==> config.mk <==
export PLATFORM = sky130hd
export DESIGN_NAME = rob_responder
export DESIGN_NICKNAME = d
export VERILOG_FILES = /design/src/verilog/rob_pkg.sv /design/src/verilog/rob_responder.sv
export SDC_FILE = /design/constraint.sdc
export NUM_CORES = 1
export LEC_CHECK = 0
export ABC_AREA = 1
export BUFFER_PORTS_ARGS = -buffer_cell sky130_fd_sc_hd__buf_2
export CORE_ASPECT_RATIO = 2
export CORE_MARGIN = 2
export CORE_UTILIZATION = 25
export CTS_BUF_LIST = sky130_fd_sc_hd__clkbuf_4 sky130_fd_sc_hd__clkbuf_8 sky130_fd_sc_hd__clkbuf_16
export CTS_CLUSTER_SIZE = 20
export DETAILED_ROUTE_END_ITERATION = 6
export PLACE_DENSITY = 0.55
export SYNTH_ARGS = -nofsm -noshare
export SYNTH_HDL_FRONTEND = slang
export SYNTH_SLANG_ARGS = --single-unit
==> constraint.sdc <==
create_clock -name clk -period 2.6 [get_ports clk]
set_input_delay 0.26 -clock clk [delete_from_list [all_inputs] [get_ports clk]]
set_output_delay 0.26 -clock clk [all_outputs]
set_load 0.01 [all_outputs]
==> src/verilog/rob_pkg.sv <==
package rob_pkg;

   // ***************************************************************
   // Socket map
   // ***************************************************************
   localparam int           SOCKET_COUNT    = 16;
   localparam int           STRAP_COUNT     = 9;
   localparam int           ADDR_WIDTH      = 16;
   localparam int           EPROM_ADDR_BITS = 11;
   // Window of the overlay in program space, upper address bits
   localparam logic [ 3:0]  BASE_TOP_PLAIN  = 4'h0;
   localparam logic [ 3:0]  BASE_TOP_ALT    = 4'h8;
   // Delay from arming to transceiver enable, in bus clocks
   localparam logic [ 2:0]  ENABLE_DELAY    = 3'h4;
   localparam logic [ 2:0]  COUNT_RESET     = 3'h0;

   // Response sequence
   typedef enum logic [1:0] {
      ROB_IDLE,
      ROB_ARMED,
      ROB_ENDING,
      ROB_RELEASE
   } rob_state_type;

   typedef struct packed {
      rob_state_type                state;
      logic [2:0]                   count;
      logic                         bdd_sync1;
      logic                         bdd_sync2;
      logic                         as_sync1;
      logic                         as_sync2;
      logic                         ds_sync1;
      logic                         ds_sync2;
      logic [ADDR_WIDTH-1:0]        addr_sync1;
      logic [ADDR_WIDTH-1:0]        addr_sync2;
      logic [SOCKET_COUNT-1:0]      chip_select_n;
      logic                         xcvr_enable;
      logic                         bdd_oe_n;
   } rob_regs_type;

endpackage : rob_pkg

==> src/verilog/rob_responder.sv <==
// Functional notes
// - Assert board data disable low when a fitted overlay EPROM is addressed.
// - Drive each socket chip select when its range is addressed, fitted or not.
// - Each 4K processor ROM 1 to 7 maps to two 2K EPROMs; ROMs 0 and 8 map to one.
// - Transceiver only enabled for straps present; absent sockets still get their chip select.
// - Processor-asserted disable marks a patch; leave transceiver off.
// - Sample inactive high disable level into the response flip-flop to arm.
// - Four clocks after arming, enable transceiver if strobe low and armed.
// - On the arming clock, board itself asserts board data disable.
// - Address strobe enables decode; response flip-flop held clear while strobe high.
// - One clock after data strobe rises, clear the delay counter.
// - One more clock later, remove the transceiver enable.
// - Placement straps a and b choose address window, strap c swaps socket order; presence straps ORed into transceiver control.
`timescale 1ns/100ps
module rob_responder (
   input  wire logic                                clk,
   input  wire logic                                arst_n,
   input  wire logic [rob_pkg::ADDR_WIDTH-1:0]      bus_addr,
   input  wire logic                                address_strobe_n,
   input  wire logic                                data_strobe_n,
   input  wire logic                                board_data_disable_n_in,
   input  wire logic [rob_pkg::STRAP_COUNT-1:0]     eprom_presence_straps,
   input  wire logic                                address_placement_strap_a,
   input  wire logic                                address_placement_strap_b,
   input  wire logic                                address_placement_strap_c,
   output logic                                     board_data_disable_n_out,
   output logic                                     board_data_disable_n_oe_n,
   output logic [rob_pkg::SOCKET_COUNT-1:0]         eprom_chip_select_n,
   output logic                                     data_xcvr_enable
);

   // ***************************************************************
   // State
   // ***************************************************************
   rob_pkg::rob_regs_type r_q;
   rob_pkg::rob_regs_type r_d;

   logic [3:0]                      base_top;
   logic [3:0]                      socket;
   logic                            in_window;
   logic                            fitted;
   logic [rob_pkg::STRAP_COUNT-1:0] strap_hit;

   // Placement straps pick the window; strap_c is a socket-order swap
   always_comb begin
      base_top  = address_placement_strap_a ? rob_pkg::BASE_TOP_ALT
                                            : rob_pkg::BASE_TOP_PLAIN;
      if (address_placement_strap_b) begin
         base_top = base_top ^ 4'h4;
      end
      in_window = (r_q.addr_sync2[15] == base_top[3])
                  && (r_q.addr_sync2[14] == base_top[2]);
      socket    = r_q.addr_sync2[14:11] ^ {3'h0, address_placement_strap_c};
      socket    = {2'h0, r_q.addr_sync2[12:11]} | {r_q.addr_sync2[14:13], 2'h0};
      socket[0] = socket[0] ^ address_placement_strap_c;
   end

   // ROM 0 (2K) owns socket 0 and strap 0; ROMs 1 to 7 each own a socket pair, ROM 8 owns socket 15 alone
   always_comb begin
      strap_hit = '0;
      if (socket == 4'h0) begin
         strap_hit[0] = 1'b1;
      end else begin
         // Pair index kept four bits wide so socket 15 reaches strap 8, no wrap
         strap_hit[{1'b0, socket[3:1]} + {3'h0, socket[0]}] = 1'b1;
      end
      fitted = |(strap_hit & eprom_presence_straps);
   end

   // ***************************************************************
   // Next state
   // ***************************************************************
   always_comb begin
      r_d            = r_q;
      r_d.bdd_sync1  = board_data_disable_n_in;
      r_d.bdd_sync2  = r_q.bdd_sync1;
      r_d.as_sync1   = address_strobe_n;
      r_d.as_sync2   = r_q.as_sync1;
      r_d.ds_sync1   = data_strobe_n;
      r_d.ds_sync2   = r_q.ds_sync1;
      r_d.addr_sync1 = bus_addr;
      r_d.addr_sync2 = r_q.addr_sync1;

      // Selects follow the strobe for every socket, fitted or not
      r_d.chip_select_n = '1;
      if (!r_q.as_sync2 && in_window) begin
         r_d.chip_select_n[socket] = 1'b0;
      end

      case (r_q.state)
         rob_pkg::ROB_IDLE: begin
            r_d.count       = rob_pkg::COUNT_RESET;
            r_d.xcvr_enable = 1'b0;
            r_d.bdd_oe_n    = 1'b1;
            // Own drive excluded so we only see the processor card's patch claim
            if (!r_q.as_sync2 && in_window && fitted && r_q.bdd_sync2) begin
               r_d.state    = rob_pkg::ROB_ARMED;
               r_d.bdd_oe_n = 1'b0;
            end
         end
         rob_pkg::ROB_ARMED: begin
            if (r_q.count != rob_pkg::ENABLE_DELAY) begin
               r_d.count = r_q.count + 3'h1;
            end
            if (r_q.count == rob_pkg::ENABLE_DELAY - 3'h1) begin
               r_d.xcvr_enable = 1'b1;
            end
            if (!r_q.ds_sync2) begin
               r_d.state = rob_pkg::ROB_ENDING;
            end
         end
         rob_pkg::ROB_ENDING: begin
            // Wait for the data strobe to finish the read
            if (r_q.count != rob_pkg::ENABLE_DELAY) begin
               r_d.count = r_q.count + 3'h1;
            end
            if (r_q.count == rob_pkg::ENABLE_DELAY - 3'h1) begin
               r_d.xcvr_enable = 1'b1;
            end
            if (r_q.ds_sync2) begin
               r_d.count = rob_pkg::COUNT_RESET;
               r_d.state = rob_pkg::ROB_RELEASE;
            end
         end
         rob_pkg::ROB_RELEASE: begin
            // Stay here until the address strobe rises, so one strobe gives one answer
            r_d.xcvr_enable = 1'b0;
            r_d.bdd_oe_n    = 1'b1;
         end
         default: begin
            r_d.state = rob_pkg::ROB_IDLE;
         end
      endcase

      // Strobe high holds the response clear; bus turns free at once
      if (r_q.as_sync2 && r_q.state != rob_pkg::ROB_IDLE) begin
         r_d.state       = rob_pkg::ROB_IDLE;
         r_d.count       = rob_pkg::COUNT_RESET;
         r_d.xcvr_enable = 1'b0;
         r_d.bdd_oe_n    = 1'b1;
      end
      // Transceiver needs strobe low as well as the armed flip-flop
      if (r_q.as_sync2) begin
         r_d.xcvr_enable = 1'b0;
      end
   end

   // ***************************************************************
   // Registers
   // ***************************************************************
   always_ff @(posedge clk or negedge arst_n) begin
      if (!arst_n) begin
         r_q               <= '0;
         r_q.state         <= rob_pkg::ROB_IDLE;
         r_q.bdd_sync1     <= 1'b1;
         r_q.bdd_sync2     <= 1'b1;
         r_q.as_sync1      <= 1'b1;
         r_q.as_sync2      <= 1'b1;
         r_q.ds_sync1      <= 1'b1;
         r_q.ds_sync2      <= 1'b1;
         r_q.chip_select_n <= '1;
         r_q.bdd_oe_n      <= 1'b1;
      end else begin
         r_q <= r_d;
      end
   end

   // Open-drain style: only ever pulls low
   assign board_data_disable_n_out  = 1'b0;
   assign board_data_disable_n_oe_n = r_q.bdd_oe_n;
   assign eprom_chip_select_n       = r_q.chip_select_n;
   assign data_xcvr_enable          = r_q.xcvr_enable;

endmodule : rob_responder

==> flow_summary.yaml, run 1 <==
run_status:
  status: "finished, final reports clean"
clock_tree:
  insertion_delay_ns: 0.28
  clk_pin_slew_ns: 0.06
  cts_made_buffers: 5
  holdBufCountCts: 0
  clock-sinks: 39
  root_buffer: "clkbuf_16"
  cts_tree: "yes"
  postCtsSetupRepairBufs: 0
  clock_path_buffers: 2
  cts_resized: 0
  htreeDepth: 2
synth:
  synth_most_common_cell: "nand2_1"
  async_flop_share: 1.00
  yosys_warnings: 0
  synth_edf_count: 0
  ys_types: 25
  synthesis.area_um2: 1870
  synth_top_area_share: 0.323
  ys_ff_latch: 39
  syn_nets: 243
  synthTopCellsByArea: "dfstp_2, dfrtp_1, nand2_1, ha_1, buf_4"
  synth_cells: 198
  synth-main-ff-cell: "dfstp_2"
  ys_seq_area_frac: 0.536
  synth_common_cells: "nand2_1, inv_1, dfstp_2, nor2_1, buf_4"
  synth_top_area_cell: "dfstp_2"
  avgSynthCellArea_um2: 9.46
global_route:
  grt_pass1_vias: 1176
  grt_first_pass_wirelength_um: 5490
  grt-ovfl-total: 0
  gr-usage-all-layers: 0.0886
  antenna_found_initial: 0
  grt_max_degree: 40
route:
  drtIter0Drc: 31
  post-route-drc-count: 0
  wl_per_cell_um: 10.1
  drtAntennaViolNets: 0
  wirelength_um: 3220
  vias: 1240
  first_pass_iters: 4
  drt-vias-per-instance: 3.89
die:
  initial_core_util: 0.258
  rows: 44
  coreArea_um2: 7270
  die_h_um: 126
  fp.dieW_um: 65.2
  io_pins: 52
  die_area_um2: 8240
timing:
  worst_pin_slew_ns: 0.805
  rsz0062_at_grt: "false"
  fin_crit_sh: 0.876
  clock_skew_ns: 0.00437
  finalHoldViolCount: 0
  setup_viol: 0
  finalMaxSlewViolations: 0
  fin_crit_ns: 2.28
  max_clock_freq_ghz: 0.439
  slew_headroom: 0.463
  tns_ns: 0
worst_setup_path:
  critPathRequiredTime_ns: 2.77
  arrival_ns: 2.45
  critPathMaxFanout: 5
  cp-end-kind: "flop"
  path_class: "flop to flop"
  critPathLaunchType: "flop"
placed_design:
  placed_area_um2: 2040
  gp_congestion: 0.834
  numPortBuffers: 39
  hpwl_um: 2530
layout:
  drive_above_1_share: 0.352
  nNetsFinal: 271
  syn_to_final_growth_pct: 19.4
  antenna_cells: 0
  finalInstanceArea_um2: 2240
power_and_ir_drop:
  irDropWorstVdd_mv: 0.309
  total_power_w: 0.00180
  p_per_area_nw_per_um2: 806
  power.leakage_nw: 1.07
run:
  maxCapViolCount: 0
worst_hold_path:
  hp-class: "primary input to asynchronous set/reset pin"
## worst max-delay path, stage by stage, from the launching register on
cell     delay [ns]
dfrtp_1        0.37
xnor2_1        0.23
inv_1          0.09
ha_1           0.25
ha_1           0.36
inv_1          0.10
nand2_1        0.07
nor2_1         0.10
nor2_1         0.05
nand2_1        0.07
nand3_2        0.07
nand2_1        0.07
nand2_1        0.07
nand2_2        0.10
nand2_2        0.06
nand2_1        0.06
nand2_1        0.04
## cells by family (layout without fill, tap and decap cells)
group,count (synthesis),in the layout,share of synthesized area
simple gates,87,87,0.205
other cells,1,1,0.00200
flops,39,39,0.536
compound gates,8,8,0.0240
buf+inv,47,76,0.134
xor+xnor,4,4,0.0187
fa+ha+maj,12,12,0.0802
## area by class of cell
| type | instances | area [um^2] |
|---|---|---|
| tap | 92 | 115 |
| sequential | 39 | 1000 |
| timing repair buffer | 39 | 195 |
| fill | 757 | 5030 |
| multi-input combinational | 112 | 618 |
| clock buffer | 6 | 133 |
| inverter | 29 | 111 |
| clock inverter | 2 | 60.1 |
## registers in the layout, summed over array words and instances (netlist names)
name,flops
board_data_disable_n_oe_n,1
eprom_chip_select_n,16
data_xcvr_enable,1
r_q,13
r_d,8
## power by group
group	switching [W]	internal, W
clock network	0.000228	0.000560
registers	0.0000298	0.000655
logic	0.000209	0.000122
## through the flow
stage,setup slack [ns],std cells,utilization,hold WS (ns)
2_1_floorplan,0.576,198,-,-0.0356
3_3_place_gp,0.321,311,0.281,0.332
3_5_place_dp,0.275,311,0.281,0.336
4_1_cts,0.286,319,0.308,0.0700
5_1_grt,0.0486,319,0.308,0.0733
6_report,0.322,319,0.308,0.0701
## final timing paths
| check | depth (start not counted) | slack (ns) | endpoint | from |
|---|---|---|---|---|
| hold reg to reg | 0 | 0.35 | r_q[29] | r_d[29] |
| max in group asynchronous | 1 | 2.02 | r_d[31] | arst_n |
| min in group clk | 1 | 0.08 | r_d[50] | data_strobe_n |
| setup reg to reg | 16 | 0.32 | r_q[59] | r_q[29] |
| setup / recovery | 16 | 0.32 | r_q[59] | r_q[29] |
| hold / removal | 1 | 0.07 | r_q[59] | arst_n |
## placed cells by master (no fill, tap or decap)
cell       synthesis  routed
nor2_4             1       1
nand3_2            2       2
nand2_4            1       1
clkbuf_16          0       5
bufinv_16          0       2
inv_4              1       1
nand3_1           11      11
nand2_1           43      43
dfrtp_1           16      16
nor3_1             1       1
a21oi_1            2       2
clkbuf_4           0       1
inv_2              1       1
and3_1             1       1
a211oi_1           1       1
dfstp_2           23      23
o21ai_0            3       3
inv_1             27      27
nor2_1            22      22
buf_2              0      39
xnor2_1            3       3
xor2_1             1       1
o22ai_1            2       2
conb_1             1       1
nand2_2            4       4
and2_1             1       1
ha_1              12      12
## per-layer routing
layer	up-vias	track usage	wire length [um]
met5	-	0	0
met4	0	0.0551	108
met3	7	0.0230	180
met2	40	0.151	1690
met1	558	0.0946	1240
li1	635	-	-
Power figures use the tool's default switching activity.
==> run 2, diff against run 1 <==
--- a/config.mk
+++ b/config.mk
@@ -10,10 +10,11 @@
 export CORE_ASPECT_RATIO = 2
 export CORE_MARGIN = 2
 export CORE_UTILIZATION = 25
-export CTS_BUF_LIST = sky130_fd_sc_hd__clkbuf_4 sky130_fd_sc_hd__clkbuf_8 sky130_fd_sc_hd__clkbuf_16
+export CTS_BUF_LIST = sky130_fd_sc_hd__clkbuf_8
 export CTS_CLUSTER_SIZE = 20
 export DETAILED_ROUTE_END_ITERATION = 6
 export PLACE_DENSITY = 0.55
+export SKIP_CTS_REPAIR_TIMING = 1
 export SYNTH_ARGS = -nofsm -noshare
 export SYNTH_HDL_FRONTEND = slang
 export SYNTH_SLANG_ARGS = --single-unit
==> flow_summary.yaml, run 2 (synthesis results as in run 1) <==
global_route:
  grt_first_pass_wirelength_um: 5470
  grt_pass1_vias: 1177
  grt-ovfl-total: 0
  grt_max_degree: 40
  antenna_found_initial: 0
  gr-usage-all-layers: 0.0865
layout:
  nNetsFinal: 271
  syn_to_final_growth_pct: 16.2
  largest_register_ffs: 16
  layout_commonest_cell: "nand2_1"
  antenna_cells: 0
  final_cell_mix: "nand2_1, buf_2, inv_1"
  drive_above_1_share: 0.348
  layout.cells.non_filler: 319
worst_setup_path:
  ff2ff_path_depth: 16
  worstSetupEndpoint: "r_q[59]"
  r2r-start: "r_q[29]"
  cp-end-kind: "flop"
  setup.worst_path.start: "r_q[29]"
  r2r_setup_slack_ns: 0.32
  critPathRequiredTime_ns: 2.78
  critPathLaunchType: "flop"
  arrival_ns: 2.46
  rr_endpoint: "r_q[59]"
  critPathMaxFanout: 5
  path_class: "flop to flop"
route:
  vias: 1244
  drt-vias-per-instance: 3.90
  post-route-drc-count: 0
  first_pass_iters: 4
  drtIter0Drc: 31
  wl_per_cell_um: 10.1
  drtAntennaViolNets: 0
  wirelength_um: 3210
die:
  fp.dieW_um: 65.2
  die_h_um: 126
  initial_core_util: 0.258
  rows: 44
  coreArea_um2: 7270
  io_pins: 52
  die_area_um2: 8240
timing:
  tns_ns: 0
  finalHoldViolCount: 0
  fin_crit_sh: 0.877
  rsz0062_at_grt: "false"
  clock_skew_ns: 0.00640
  slew_headroom: 0.461
  finalMaxSlewViolations: 0
  fin_crit_ns: 2.28
  max_clock_freq_ghz: 0.438
  holdWs_ns: 0.0558
  setup_viol: 0
  worst_pin_slew_ns: 0.808
power_and_ir_drop:
  p_per_area_nw_per_um2: 739
  irDropWorstVdd_mv: 0.349
  power.leakage_nw: 1.04
placed_design:
  gp_congestion: 0.834
  numPortBuffers: 39
  dp.cells: 311
  hpwl_um: 2530
run_status:
  status: "finished, final reports clean"
clock_tree:
  clk_pin_slew_ns: 0.08
  htreeDepth: 2
  clock_path_buffers: 2
  cts_tree: "yes"
  root_buffer: "clkbuf_8"
  cts_made_buffers: 5
  insertion_delay_ns: 0.29
  clock-sinks: 39
worst_hold_path:
  hp-class: "primary input to asynchronous set/reset pin"
run:
  maxCapViolCount: 0
==> run 2: cell types whose count changed in the layout (fill, tap and decap cells not counted), sizes merged <==
cell	before	now
clkbuf	6	5
inv	29	30
==> run 2: layout make-up <==
cell class	count	area, um^2
Timing Repair Buffer	39	195
Inverter	29	111
Clock buffer	5	68.8
Fill cell	763	5090
Sequential cell	39	1000
Clock inverter	3	63.8
Multi-Input combinational cell	112	618
Tap cell	92	115
==> run 2: where the power goes <==
group | internal [W] | total (W) | switching (W)
registers | 0.000654 | 0.000684 | 0.0000298
logic | 0.000122 | 0.000332 | 0.000210
clock network | 0.000380 | 0.000594 | 0.000214
==> run 2: how the worst min path moves through the flow <==
stage                                       start                to  slack, ns  cells past startpoint
after floorplan                            arst_n  data_xcvr_enable      -0.04                      0
after global placement                    r_d[29]           r_q[29]       0.33                      0
after detailed placement                  r_d[29]           r_q[29]       0.34                      0
after CTS                 board_data_disable_n_in           r_d[54]       0.05                      1
after global routing                data_strobe_n           r_d[50]       0.06                      1
final                                      arst_n  data_xcvr_enable       0.06                      1
==> run 2: critical path, stage by stage, from the launching register on <==
cell     delay (ns)
dfrtp_1        0.38
xnor2_1        0.23
inv_1          0.09
ha_1           0.25
ha_1           0.36
inv_1          0.10
nand2_1        0.07
nor2_1         0.10
nor2_1         0.05
nand2_1        0.07
nand3_2        0.07
nand2_1        0.07
nand2_1        0.07
nand2_2        0.10
nand2_2        0.06
nand2_1        0.06
nand2_1        0.04
==> run 2: stage by stage <==
| step | setup WS (ns) | power, W | utilization | area (um^2) |
|---|---|---|---|---|
| floorplan | 0.576 | 0.000937 | - | 1870 |
| detailed placement | 0.275 | 0.00103 | 0.281 | 2040 |
| finish | 0.319 | 0.00161 | 0.300 | 2180 |
| CTS | 0.278 | 0.00163 | 0.300 | 2180 |
| global route | 0.0416 | 0.00171 | 0.300 | 2180 |
| global placement | 0.321 | 0.00102 | 0.281 | 2040 |
==> run 2: per-layer routing <==
| metal | global-route usage | up-vias | share of wire |
|---|---|---|---|
| li1 | - | 636 | - |
| met1 | 0.0934 | 560 | 0.38 |
| met2 | 0.152 | 40 | 0.53 |
| met3 | 0.0204 | 8 | 0.058 |
| met4 | 0.0441 | 0 | 0.031 |
| met5 | 0 | - | 0 |
